$ cat src/lpm_pkg.sv
/*
 holds constants, register map and mode types for the low power mode and
 clock select block; assumes a 25 MHz system clock and Avalon-MM access
*/
`default_nettype none
package lpm_pkg;
  localparam int unsigned CLK_HZ = 25000000;
  // register word addresses (byte address is four times the index)
  localparam logic [5:0] REG_MIS = 6'h0C;
  localparam logic [5:0] REG_LSDT = 6'h20;
  localparam logic [5:0] REG_RAMV = 6'h21;
  localparam logic [5:0] REG_SCS = 6'h29;
  localparam logic [5:0] REG_CMD = 6'h30;
  localparam logic [5:0] REG_STAT = 6'h31;
  localparam logic [5:0] REG_IRQ = 6'h32;
  // field positions
  localparam int unsigned LOW_SPEED_FLAG_BIT = 0;
  localparam int unsigned DIRECT_TRANSFER_FLAG_BIT = 3;
  localparam int unsigned RAMV_BIT = 3;
  localparam int unsigned SUBDIV_BIT = 2;
  localparam int unsigned SUBSTOP_BIT = 3;
  localparam int unsigned CMD_STOP_BIT = 0;
  localparam int unsigned CMD_SBY_BIT = 1;
  localparam int unsigned WATCH_SEL_BIT = 2;
  localparam int unsigned IRQ_IE_BIT = 0;
  localparam int unsigned IRQ_PEND_BIT = 1;
  localparam logic [3:0] SCS_RESET = 4'h0;
  localparam logic [3:0] MIS_RESET = 4'h0;
  // instruction cycle times in ns and derived cycles
  localparam int unsigned SUB_CYC_SLOW_NS = 244000;
  localparam int unsigned SUB_CYC_FAST_NS = 122000;
  localparam int unsigned SUB_CYC_SLOW = SUB_CYC_SLOW_NS / 40;
  localparam int unsigned SUB_CYC_FAST = SUB_CYC_FAST_NS / 40;
  // frame lengths in strobe ticks, selected by two frame bits
  localparam int unsigned FRAME_T0 = 4;
  localparam int unsigned FRAME_T1 = 8;
  localparam int unsigned FRAME_T2 = 16;
  localparam int unsigned SETTLE_DEF = 8192;
  typedef enum logic [2:0] {
    LPM_ACTIVE, LPM_STANDBY, LPM_STOP, LPM_WATCH, LPM_SUBACTIVE, LPM_DIRECT
  } lpm_mode_t;
endpackage
`default_nettype wire

$ cat src/lpm_tick.sv
/*
 holds the interrupt strobe divider; assumes the mode logic drives its
 enable and cycle length through the tick interface
*/
`timescale 1ns/1ps
`default_nettype none
interface lpm_tick_if;
  logic run;
  logic [31:0] period;
  logic strobe;
  modport ctl (output run, output period, input strobe);
  modport gen (input run, input period, output strobe);
endinterface

module lpm_tick (
  input wire logic i_clk,
  input wire logic i_reset,
  lpm_tick_if.gen tk
);
  logic [31:0] cnt;
  logic [31:0] next_cnt;
  logic strobe_r;
  logic next_strobe;
  always_comb
  begin
    next_cnt = cnt;
    next_strobe = 1'b0;
    if (!tk.run)
    begin
      next_cnt = 32'h0;
    end
    else if (cnt + 32'h1 >= tk.period)
    begin
      next_cnt = 32'h0;
      next_strobe = 1'b1;
    end
    else
    begin
      next_cnt = cnt + 32'h1;
    end
  end
  always_ff @(posedge i_clk)
  begin
    if (i_reset)
    begin
      cnt <= 32'h0;
      strobe_r <= 1'b0;
    end
    else
    begin
      cnt <= next_cnt;
      strobe_r <= next_strobe;
    end
  end
  assign tk.strobe = strobe_r;
endmodule // lpm_tick
`default_nettype wire

$ cat src/lpm_ctrl.sv
/*
 holds the low power mode sequencer with clock select, frame time base and
 wake pin edge logic; assumes synchronous pins and an Avalon-MM master
*/
`timescale 1ns/1ps
`default_nettype none
// Notes on behaviour
// - subactive stops main oscillator, A/D off
// - subactive cycle 244 or 122 us
// - STOP/STANDBY_INSTRUCTION in subactive picks watch/direct
// - frame from prescaler, length from register
// - wake requests issued on strobe only
// - pin edge counts at second strobe
// - direct transfer waits settle then active
// - direct flag settable only in subactive
// - direct time between settle and frame+settle
// - stop exit restarts at address zero
// - ram flag zero by reset, one by pin
// - reset cancels all; cancel pin stop-only
// - reset acts from any state
// - STOP/STANDBY_INSTRUCTION is no-op with pending interrupt and ie clear
// - falling edge from sampled high-to-low
// - sub oscillator halts in stop if bit set
// - sub stop bit cleared by reset, loaded by an SCS write
module lpm_ctrl #(
  parameter int unsigned SETTLE_CYCLES = lpm_pkg::SETTLE_DEF
) (
  input wire logic i_clk,
  input wire logic i_reset,
  input wire logic [5:0] i_avs_address,
  input wire logic i_avs_read,
  input wire logic i_avs_write,
  input wire logic [31:0] i_avs_writedata,
  output logic [31:0] o_avs_readdata,
  output logic o_avs_waitrequest,
  input wire logic i_stop_cancel_pin_n,
  input wire logic i_wake_irq_pin_n,
  input wire logic i_timer_a_ovf,
  output logic o_main_osc_en,
  output logic o_sub_osc_en,
  output logic o_adc_en,
  output logic o_cpu_run,
  output logic o_restart_at_zero,
  output logic o_wake_irq,
  output logic o_timer_irq
);
  lpm_pkg::lpm_mode_t mode, next_mode;
  logic [3:0] scs, next_scs;
  logic [3:0] frame_length_register, next_mis;
  logic low_speed_flag, next_low_speed_flag, direct_transfer_flag, next_direct_transfer_flag, ramv, next_ramv;
  logic ie, next_ie, pend, next_pend, watch_sel, next_watch_sel;
  logic [31:0] settle, next_settle;
  logic [31:0] rdata, next_rdata;
  logic ack, next_ack;
  logic restart, next_restart;
  logic wake_s, next_wake_s, wake_prev, next_wake_prev;
  logic [1:0] edge_wait, next_edge_wait;
  logic wirq, next_wirq, tirq, next_tirq, tovf_hold, next_tovf_hold;
  logic [4:0] frame_ticks, next_frame_ticks;
  logic frame, wr, rd, slow_mode;
  lpm_tick_if tk ();

  function automatic logic [31:0] frame_len(input logic [1:0] sel);
    case (sel)
      2'h0: frame_len = 32'(lpm_pkg::FRAME_T0);
      2'h1: frame_len = 32'(lpm_pkg::FRAME_T1);
      default: frame_len = 32'(lpm_pkg::FRAME_T2);
    endcase
  endfunction

  lpm_tick u_tick (
    .i_clk(i_clk),
    .i_reset(i_reset),
    .tk(tk.gen)
  );

  assign slow_mode = (mode == lpm_pkg::LPM_WATCH) || (mode == lpm_pkg::LPM_SUBACTIVE)
    || (mode == lpm_pkg::LPM_DIRECT);
  assign tk.period = scs[lpm_pkg::SUBDIV_BIT] ? 32'(lpm_pkg::SUB_CYC_FAST)
    : 32'(lpm_pkg::SUB_CYC_SLOW);
  assign tk.run = slow_mode;
  // frame ends after selected strobe count
  assign frame = tk.strobe && (32'(frame_ticks) + 32'h1 >= frame_len(frame_length_register[1:0]));
  assign wr = i_avs_write && ack;
  assign rd = i_avs_read && !ack;

  always_comb
  begin
    next_mode = mode;
    next_scs = scs;
    next_mis = frame_length_register;
    next_low_speed_flag = low_speed_flag;
    next_direct_transfer_flag = direct_transfer_flag;
    next_ramv = ramv;
    next_ie = ie;
    next_pend = pend;
    next_watch_sel = watch_sel;
    next_settle = settle;
    next_restart = 1'b0;
    next_rdata = rdata;
    next_ack = (i_avs_read || i_avs_write) && !ack;
    next_wake_s = i_wake_irq_pin_n;
    next_wake_prev = slow_mode ? (tk.strobe ? wake_s : wake_prev) : 1'b1;
    next_edge_wait = edge_wait;
    next_wirq = 1'b0;
    next_tirq = 1'b0;
    next_tovf_hold = tovf_hold | i_timer_a_ovf;
    next_frame_ticks = frame ? 5'h00 : (tk.strobe ? frame_ticks + 5'h01 : frame_ticks);
    if (!slow_mode)
    begin
      next_frame_ticks = 5'h00;
      next_edge_wait = 2'h0;
      next_tovf_hold = 1'b0;
    end
    else if (tk.strobe)
    begin
      if (wake_prev && !wake_s && edge_wait == 2'h0)
      begin
        next_edge_wait = 2'h1;
      end
      else if (edge_wait != 2'h0)
      begin
        next_edge_wait = edge_wait - 2'h1;
        if (edge_wait == 2'h1 && mode != lpm_pkg::LPM_DIRECT)
        begin
          next_wirq = 1'b1;
        end
      end
      if (tovf_hold && mode != lpm_pkg::LPM_DIRECT)
      begin
        next_tirq = 1'b1;
        next_tovf_hold = i_timer_a_ovf;
      end
    end
    if (wr)
    begin
      case (i_avs_address)
        lpm_pkg::REG_MIS: next_mis = i_avs_writedata[3:0];
        lpm_pkg::REG_LSDT:
        begin
          next_low_speed_flag = i_avs_writedata[lpm_pkg::LOW_SPEED_FLAG_BIT];
          if (mode == lpm_pkg::LPM_SUBACTIVE)
          begin
            next_direct_transfer_flag = i_avs_writedata[lpm_pkg::DIRECT_TRANSFER_FLAG_BIT];
          end
        end
        lpm_pkg::REG_RAMV: next_ramv = i_avs_writedata[lpm_pkg::RAMV_BIT];
        // divider changes expected while active only
        lpm_pkg::REG_SCS: next_scs = i_avs_writedata[3:0];
        lpm_pkg::REG_IRQ:
        begin
          next_ie = i_avs_writedata[lpm_pkg::IRQ_IE_BIT];
          next_pend = i_avs_writedata[lpm_pkg::IRQ_PEND_BIT];
          next_watch_sel = i_avs_writedata[lpm_pkg::WATCH_SEL_BIT];
        end
        lpm_pkg::REG_CMD:
        begin
          // pending interrupt with ie clear makes it a no-op
          if (!(pend && !ie))
          begin
            case (mode)
              lpm_pkg::LPM_ACTIVE:
              begin
                if (i_avs_writedata[lpm_pkg::CMD_SBY_BIT])
                begin
                  next_mode = lpm_pkg::LPM_STANDBY;
                end
                else if (i_avs_writedata[lpm_pkg::CMD_STOP_BIT])
                begin
                  next_mode = watch_sel ? lpm_pkg::LPM_WATCH : lpm_pkg::LPM_STOP;
                end
              end
              lpm_pkg::LPM_SUBACTIVE:
              begin
                // flags pick watch or direct active
                if (i_avs_writedata[1:0] != 2'h0)
                begin
                  if (!low_speed_flag && direct_transfer_flag)
                  begin
                    next_mode = lpm_pkg::LPM_DIRECT;
                    next_settle = 32'h0;
                  end
                  else
                  begin
                    next_mode = lpm_pkg::LPM_WATCH;
                  end
                end
              end
              default: next_mode = mode;
            endcase
          end
        end
        default: next_mode = next_mode;
      endcase
    end
    if (rd)
    begin
      case (i_avs_address)
        lpm_pkg::REG_MIS: next_rdata = {28'h0, frame_length_register};
        lpm_pkg::REG_LSDT: next_rdata = {28'h0, direct_transfer_flag, 2'h0, low_speed_flag};
        lpm_pkg::REG_RAMV: next_rdata = {28'h0, ramv, 3'h0};
        lpm_pkg::REG_STAT: next_rdata = {29'h0, mode};
        lpm_pkg::REG_IRQ: next_rdata = {29'h0, watch_sel, pend, ie};
        default: next_rdata = 32'h0;
      endcase
    end
    case (mode)
      lpm_pkg::LPM_STANDBY:
      begin
        if (wirq || tirq || i_timer_a_ovf)
        begin
          next_mode = lpm_pkg::LPM_ACTIVE;
        end
      end
      lpm_pkg::LPM_STOP:
      begin
        // cancel pin only acts in stop
        if (!i_stop_cancel_pin_n)
        begin
          next_mode = lpm_pkg::LPM_ACTIVE;
          next_restart = 1'b1;
          // pin exit leaves ram flag set
          next_ramv = 1'b1;
        end
      end
      lpm_pkg::LPM_WATCH:
      begin
        if (wirq || tirq)
        begin
          next_mode = low_speed_flag ? lpm_pkg::LPM_SUBACTIVE : lpm_pkg::LPM_ACTIVE;
        end
      end
      lpm_pkg::LPM_DIRECT:
      begin
        // settle after frame alignment bounds time
        if (settle >= 32'(SETTLE_CYCLES))
        begin
          next_mode = lpm_pkg::LPM_ACTIVE;
        end
        else if (settle != 32'h0 || frame)
        begin
          next_settle = settle + 32'h1;
        end
      end
      default: next_mode = next_mode;
    endcase
    if (next_mode == lpm_pkg::LPM_ACTIVE)
    begin
      next_direct_transfer_flag = 1'b0;
    end
  end

  // reset returns to active from any mode
  always_ff @(posedge i_clk)
  begin
    if (i_reset)
    begin
      mode <= lpm_pkg::LPM_ACTIVE;
      // sub stop bit cleared here, loaded by SCS writes
      scs <= lpm_pkg::SCS_RESET;
      frame_length_register <= lpm_pkg::MIS_RESET;
      low_speed_flag <= 1'b0;
      direct_transfer_flag <= 1'b0;
      ramv <= 1'b0;
      ie <= 1'b0;
      pend <= 1'b0;
      watch_sel <= 1'b0;
      settle <= 32'h0;
      rdata <= 32'h0;
      ack <= 1'b0;
      restart <= 1'b1;
      wake_s <= 1'b1;
      wake_prev <= 1'b1;
      edge_wait <= 2'h0;
      wirq <= 1'b0;
      tirq <= 1'b0;
      tovf_hold <= 1'b0;
      frame_ticks <= 5'h00;
      o_main_osc_en <= 1'b1;
      o_sub_osc_en <= 1'b1;
      o_adc_en <= 1'b1;
      o_cpu_run <= 1'b1;
      o_avs_waitrequest <= 1'b1;
    end
    else
    begin
      mode <= next_mode;
      scs <= next_scs;
      frame_length_register <= next_mis;
      low_speed_flag <= next_low_speed_flag;
      direct_transfer_flag <= next_direct_transfer_flag;
      ramv <= next_ramv;
      ie <= next_ie;
      pend <= next_pend;
      watch_sel <= next_watch_sel;
      settle <= next_settle;
      rdata <= next_rdata;
      ack <= next_ack;
      restart <= next_restart;
      wake_s <= next_wake_s;
      wake_prev <= next_wake_prev;
      edge_wait <= next_edge_wait;
      wirq <= next_wirq;
      tirq <= next_tirq;
      tovf_hold <= next_tovf_hold;
      frame_ticks <= next_frame_ticks;
      // oscillator and A/D enables per mode
      o_main_osc_en <= (next_mode == lpm_pkg::LPM_ACTIVE)
        || (next_mode == lpm_pkg::LPM_STANDBY) || (next_mode == lpm_pkg::LPM_DIRECT);
      o_sub_osc_en <= !((next_mode == lpm_pkg::LPM_STOP) && next_scs[lpm_pkg::SUBSTOP_BIT]);
      o_adc_en <= (next_mode == lpm_pkg::LPM_ACTIVE) || (next_mode == lpm_pkg::LPM_STANDBY);
      o_cpu_run <= (next_mode == lpm_pkg::LPM_ACTIVE) || (next_mode == lpm_pkg::LPM_SUBACTIVE);
      o_avs_waitrequest <= !next_ack;
    end
  end

  assign o_avs_readdata = rdata;
  assign o_restart_at_zero = restart;
  assign o_wake_irq = wirq;
  assign o_timer_irq = tirq;
endmodule // lpm_ctrl
`default_nettype wire

$ cat config.mk
export PLATFORM = sky130hd
export DESIGN_NAME = lpm_ctrl
export DESIGN_NICKNAME = d
export VERILOG_FILES = /design/src/lpm_pkg.sv /design/src/lpm_tick.sv /design/src/lpm_ctrl.sv
export SDC_FILE = /design/constraint.sdc
export NUM_CORES = 1
export LEC_CHECK = 0
export BUFFER_PORTS_ARGS = -buffer_cell sky130_fd_sc_hd__buf_2
export CORE_UTILIZATION = 50
export CTS_CLUSTER_SIZE = 25
export DETAILED_ROUTE_END_ITERATION = 10
export PLACE_DENSITY = 0.75
export SKIP_CTS_REPAIR_TIMING = 1
export SLEW_MARGIN = 20
export SYNTH_ARGS = -nofsm -noshare
export SYNTH_HDL_FRONTEND = slang
export SYNTH_HIERARCHICAL = 1
export SYNTH_SLANG_ARGS = --single-unit
$ cat constraint.sdc
create_clock -name i_clk -period 8.35 [get_ports i_clk]
set_input_delay 0.4175 -clock i_clk [delete_from_list [all_inputs] [get_ports i_clk]]
set_output_delay 0.4175 -clock i_clk [all_outputs]
set_load 0.005 [all_outputs]
Word level (Yosys, flattened, before mapping)
Cells that the tools add are included.
{ "op_classes": {"addsub": 5, "n_lt_le_gt_ge": 3, "eq_ne": 19, "mux": 42, "n_bitwise": 4, "n_reduce_logical": 46} }
{ "ops": {"columns": ["operator", "n"], "rows": [
  ["$mux W32", 9],
  ["$add A32 B1 Y32 const B", 2],
  ["$eq A6 B6 Y1 const B", 6],
  ["$mux W3", 12],
  ["$ge A32 B13 Y1", 1],
  ["$ge A32 B14 Y1 const B", 1],
  ["$ge A6 B32 Y1", 1],
  ["$reduce_bool A32 Y1", 1],
  ["$pmux W4 S5", 1],
  ["$mux W13", 1],
  ["$eq A3 B3 Y1 const B", 4],
  ["$mux W1", 12],
  ["$pmux W3 S4", 1],
  ["$logic_and A1 B1 Y1", 11],
  ["$pmux W5 S2", 1],
  ["$reduce_and A2 Y1", 5],
  ["$eq A3 B2 Y1 const B", 3],
  ["$logic_or A1 B1 Y1", 9],
  ["$reduce_or A3 Y1", 3],
  ["$mux W4", 2],
  ["$add A5 B1 Y6 const B", 1],
  ["$eq A3 B1 Y1 const B", 2],
  ["$eq A6 B4 Y1 const B", 1],
  ["$logic_not A1 Y1", 6],
  ["other kinds (14)", 23]
]} }
{ "totals": {"regBits": 133, "input_bits": 45, "out_inout_bits": 40, "wordCells": 147} }

Depth between registers and ports, before layout
{ "depth": {"ltp_word": 13, "depth_mapped": 12, "mapped_depth_nobuf": 11} }

Hierarchy
Netlist, hierarchy kept.
{ "by_module_without_submodules": {"columns": ["mod", "n_inst", "cells_each", "area_per_inst_um2", "seq_area_each_um2"], "rows": [
  ["lpm_ctrl", 1, 384, 3437.0, 1401.3],
  ["lpm_tick", 1, 269, 2394.8, 660.6]
]} }

Worst setup path after synthesis
OpenSTA, ideal clock, no wires.
{ "synth_timing": {"kind": "register to register", "start": "reg u_tick.cnt[7]", "end": "reg u_tick.cnt[18]", "setup_ns": 0.133, "t_arrival_ns": 2.860, "required_ns": 8.217, "setup_slack_ns": 5.358, "path_stages_with_launch": 11, "n_path_buf": 1, "period_less_slack_ns": 2.992, "cell_sequence": "dfxtp_1 > nand4_4 > nor4_4 > nand4_1 > xnor2_1 > ha_1 > nand4_1 > or4b_1 > a31oi_2 > buf_2 > nor3b_1"} }
{ "synth_via": {"elab_chain_cells": 3} }
{ "synth_rtl": {"columns": ["element", "line", "source"], "rows": [
  ["from (decl)", "lpm_tick.sv:20", "logic [31:0] cnt;"],
  ["from (signal assigned)", "lpm_tick.sv:51", "cnt <= next_cnt;"],
  ["$add A32 B1 Y32 *", "lpm_tick.sv:32, lpm_tick.sv:39", null],
  ["$ge A32 B13 Y1", "lpm_tick.sv:32", "else if (cnt + 32'h1 >= tk.period)"],
  ["$reduce_or A3 Y1 (no line)", null, null]
]} }
Every way passes the cells marked *; elsewhere a longest branch is shown, timed or not.
A chain may end at the register's enable or synchronous reset.

Worst setup path after layout
{ "layout_timing": {"start": "reg u_tick.cnt[7]", "end": "reg u_tick.cnt[10]"} }
Same word-level chain as after synthesis.

==> metrics.log <==
INFO  metric number_of_synthesized_flops_with_an_enable_pin = 0
INFO  metric die_x = 110 µm
INFO  metric final.setup.tns = 0 ns
INFO  metric worst_hold_path_type = primary input to flip-flop
INFO  metric power.combinational.fraction = 3.9%
INFO  metric finalSetupViolations = 0
INFO  metric most-common-layout-cells = dfxtp_1 (103), conb_1 (52), inv_1 (45)
INFO  metric synth.avg_cell_area = 8.93 µm²
INFO  metric layoutNonFillerInstCount = 841
INFO  metric synth-simple-area-share = 27.6%
INFO  metric worst_ir_drop_vdd = 0.124 mV
INFO  metric clock-root-buffer = clkbuf_16
INFO  metric fin_worst_skew = 0.00894 ns
INFO  metric cts_tree = done
INFO  metric first_global_vias = 4382
INFO  metric hold_path.startpoint = i_wake_irq_pin_n
INFO  metric number_of_diodes_added_for_antenna_fixing = 0
INFO  metric post_synthesis_register_bit_count = 103
INFO  metric clockBufferDepth = 2
INFO  metric dp.cells = 825
INFO  metric grt_pass1_wl = 19.0 mm
INFO  metric routabilityCongestion = 0.873
INFO  metric initial_core_util = 51.3%
INFO  metric net_count_reported_at_finish = 778
INFO  metric post_synth_inst_count = 653
INFO  metric slew_viol_final = 0
INFO  metric final_hold_viol_count = 0
INFO  metric grt.overflow.total = 0
INFO  metric normalized_max_slew_margin = 41.3%
INFO  metric worstPathArrival = 4.31 ns
INFO  metric synth_adder_area_share = 8.58%
INFO  metric netlist_area = 5830 µm²
INFO  metric wl_per_cell = 13.0 µm
INFO  metric port_buffers = 28
INFO  metric route.vias.total = 4537
INFO  metric final_period_minus_worst_setup_slack = 4.12 ns
INFO  metric die_h = 110 µm
INFO  metric power.clock.fraction = 42.0%
INFO  metric detail_route.iter0.violations = 211
INFO  metric actual_transition_at_the_worst_max_transition_pin = 0.878 ns
INFO  metric grt_max_degree = 32
INFO  metric timing.reg2reg.worst_path_depth = 10
INFO  metric startpoint = u_tick/cnt[7]$_SDFF_PP0_
INFO  metric first_pass_iters = 5
INFO  metric total_leakage_power = 2.52 nW
INFO  metric global_route_usage_over_all_layers = 19.7%
INFO  metric post-dp-hpwl = 8.17 mm
INFO  metric p_sw_share = 22.7%
INFO  metric timing.critical_path.fanout_max = 17
INFO  metric post_layout_total_power = 0.916 mW
INFO  metric drive_gt1_share = 10.5%
INFO  metric synth_top_flop_cell = dfxtp_1
INFO  metric cts_htree_levels = 3
INFO  metric timing.critical_path.to_type = flip-flop
INFO  metric synth.yosys.warnings = 6
INFO  metric synth_cell_type_count = 64
INFO  metric status = completed
INFO  metric layout_commonest_cell = dfxtp_1
INFO  metric number_of_clock_buffers_inserted_by_tritoncts = 9
INFO  metric worstSetupStartpointType = flip-flop
INFO  metric fp-row-count = 39
INFO  metric fp.dieArea = 12100 µm²
INFO  metric synthArstFlopShare = 0%
INFO  metric max_clock_freq = 243 MHz
INFO  metric antenna_left = 0
INFO  metric worst_ep_required_time = 8.54 ns
INFO  metric setup_repair_after_global_routing_missed_its_margin = false
INFO  metric boundaryPins = 85
INFO  metric cts_sinks = 103
INFO  metric power.share.sequential = 54.0%
INFO  metric vias_per_cell = 5.39
INFO  metric path_clk_slew = 0.07 ns
INFO  metric synth.mux.area_fraction = 3.11%
INFO  metric cellPowerDensity = 145 nW/µm²
INFO  metric worstReg2RegStart = u_tick/cnt[7]$_SDFF_PP0_
INFO  metric seq_area_frac_synth = 35.4%
INFO  metric min_period_over_period = 49.3%
INFO  metric max-cap-violations = 0
INFO  metric total_switching_power = 0.208 mW
INFO  metric synth_xor_xnor_area_share = 5.56%
INFO  metric synth_compound_area_share = 10.9%
INFO  metric layout.core_utilization = 55.6%
INFO  metric core_region_area = 11400 µm²
INFO  metric route.detailed.drc = 0
INFO  metric worstSkewPairLatency = 0.34 ns
INFO  metric critical_path_class = flip-flop to flip-flop
INFO  metric antenna_found_initial = 0
INFO  metric power.internal = 0.709 mW
INFO  metric hold_critical_path_depth = 2
INFO  metric syn2layout_area_growth = 8.47%
INFO  metric routed_wirelength = 10.9 mm
INFO  metric synth_top_family_by_area = simple AND/OR/NAND/NOR gates
[final timing paths]
check	to	slack, ns
max reg2reg	u_tick/cnt[10]$_SDFF_PP0_	4.23
max	u_tick/cnt[10]$_SDFF_PP0_	4.23
min reg2reg	o_timer_irq$_SDFF_PP0_	0.44
min	wake_s$_SDFF_PP1_	0.29
[worst max-delay path, stage by stage (launching register included)]
cell and delay (ns):
dfxtp_1 0.44, nand4_4 0.20, nor4_4 0.59, nand4_1 0.20
xnor2_1 0.19, ha_1 0.31, nand4_1 0.22, or4b_1 0.63
a31oi_2 0.72, buf_4 0.39, nor3b_1 0.08
[flip-flops by register name (all words and copies together) (netlist names), 2 cells and up]
| signal | count |
|---|---|
| edge_wait | 2 |
| u_tick/cnt | 32 |
| o_avs_readdata | 4 |
| scs | 2 |
| frame_length_register | 4 |
| frame_ticks | 5 |
| settle | 32 |
| mode | 3 |
[routing by layer]
| layer | vias to the layer above | GRT usage [%] | wire, µm | part of all wire [%] |
|---|---|---|---|---|
| li1 | 2311 | - | - | - |
| met1 | 2108 | 24.8 | 5150 | 47 |
| met2 | 104 | 32.6 | 5150 | 47 |
| met3 | 14 | 3.94 | 433 | 4.0 |
| met4 | 0 | 9.05 | 189 | 1.7 |
| met5 | - | 0 | 0 | 0 |
[cell type report]
type	count	area, µm²
tap	143	179
multi-input combinational	503	3480
inverter	45	169
clock inverter	7	46.3
fill	1011	5040
sequential	103	2060
timing repair buffer	31	163
clock buffer	9	225
[logic make-up (layout without fill, tap and decap cells)]
logic type / count (synthesis) / count (layout)
adder cells (fa/ha/maj): 40 / 40
AO/OA/AOI/OAI: 99 / 99
flip-flops: 103 / 103
AND/OR/NAND/NOR: 257 / 257
multiplexers: 18 / 18
XOR/XNOR: 37 / 37
buffers and inverters: 97 / 92
other: 2 / 52
[cell usage after synthesis (all sizes together), types with 6 or more instances]
cell	instances	area [µm²]
dfxtp	103	2060
inv	45	169
buf	42	303
nand2	41	154
ha	40	500
nor2	39	146
a21oi	34	170
nor3b	32	280
xnor2	26	228
nand3	24	120
nand4	24	180
and2	19	119
mux2i	17	170
o21ai	17	85.1
nor4	14	154
nor2b	12	75.1
xor2	11	96.3
clkbuf	10	38.8
nand2b	10	62.6
nor3	10	50.1
a21o	8	60.1
and3	6	38.8
o31ai	6	45.0
[per-stage QoR]
| stage | hold WS [ns] | area (µm²) | setup WS [ns] |
|---|---|---|---|
| 6_report | 0.286 | 6330 | 4.23 |
| 5_1_grt | 0.274 | 6330 | 3.94 |
| 4_1_cts | 0.268 | 6330 | 4.20 |
| 3_5_place_dp | 0.430 | 6050 | 4.23 |
| 3_3_place_gp | 0.422 | 6040 | 4.34 |
| 2_1_floorplan | 0.408 | 6020 | 5.36 |
[power groups by stage]
stage | Clock (mW) | Combinational [mW] | Sequential (mW)
finish | 0.385 | 0.0361 | 0.495
CTS | 0.396 | 0.0354 | 0.495
detailed placement | 0 | 0.0353 | 0.506
floorplan | 0 | 0.0320 | 0.506
global placement | 0 | 0.0338 | 0.507
global route | 0.411 | 0.0428 | 0.495
(Power assumes the default switching activity.)
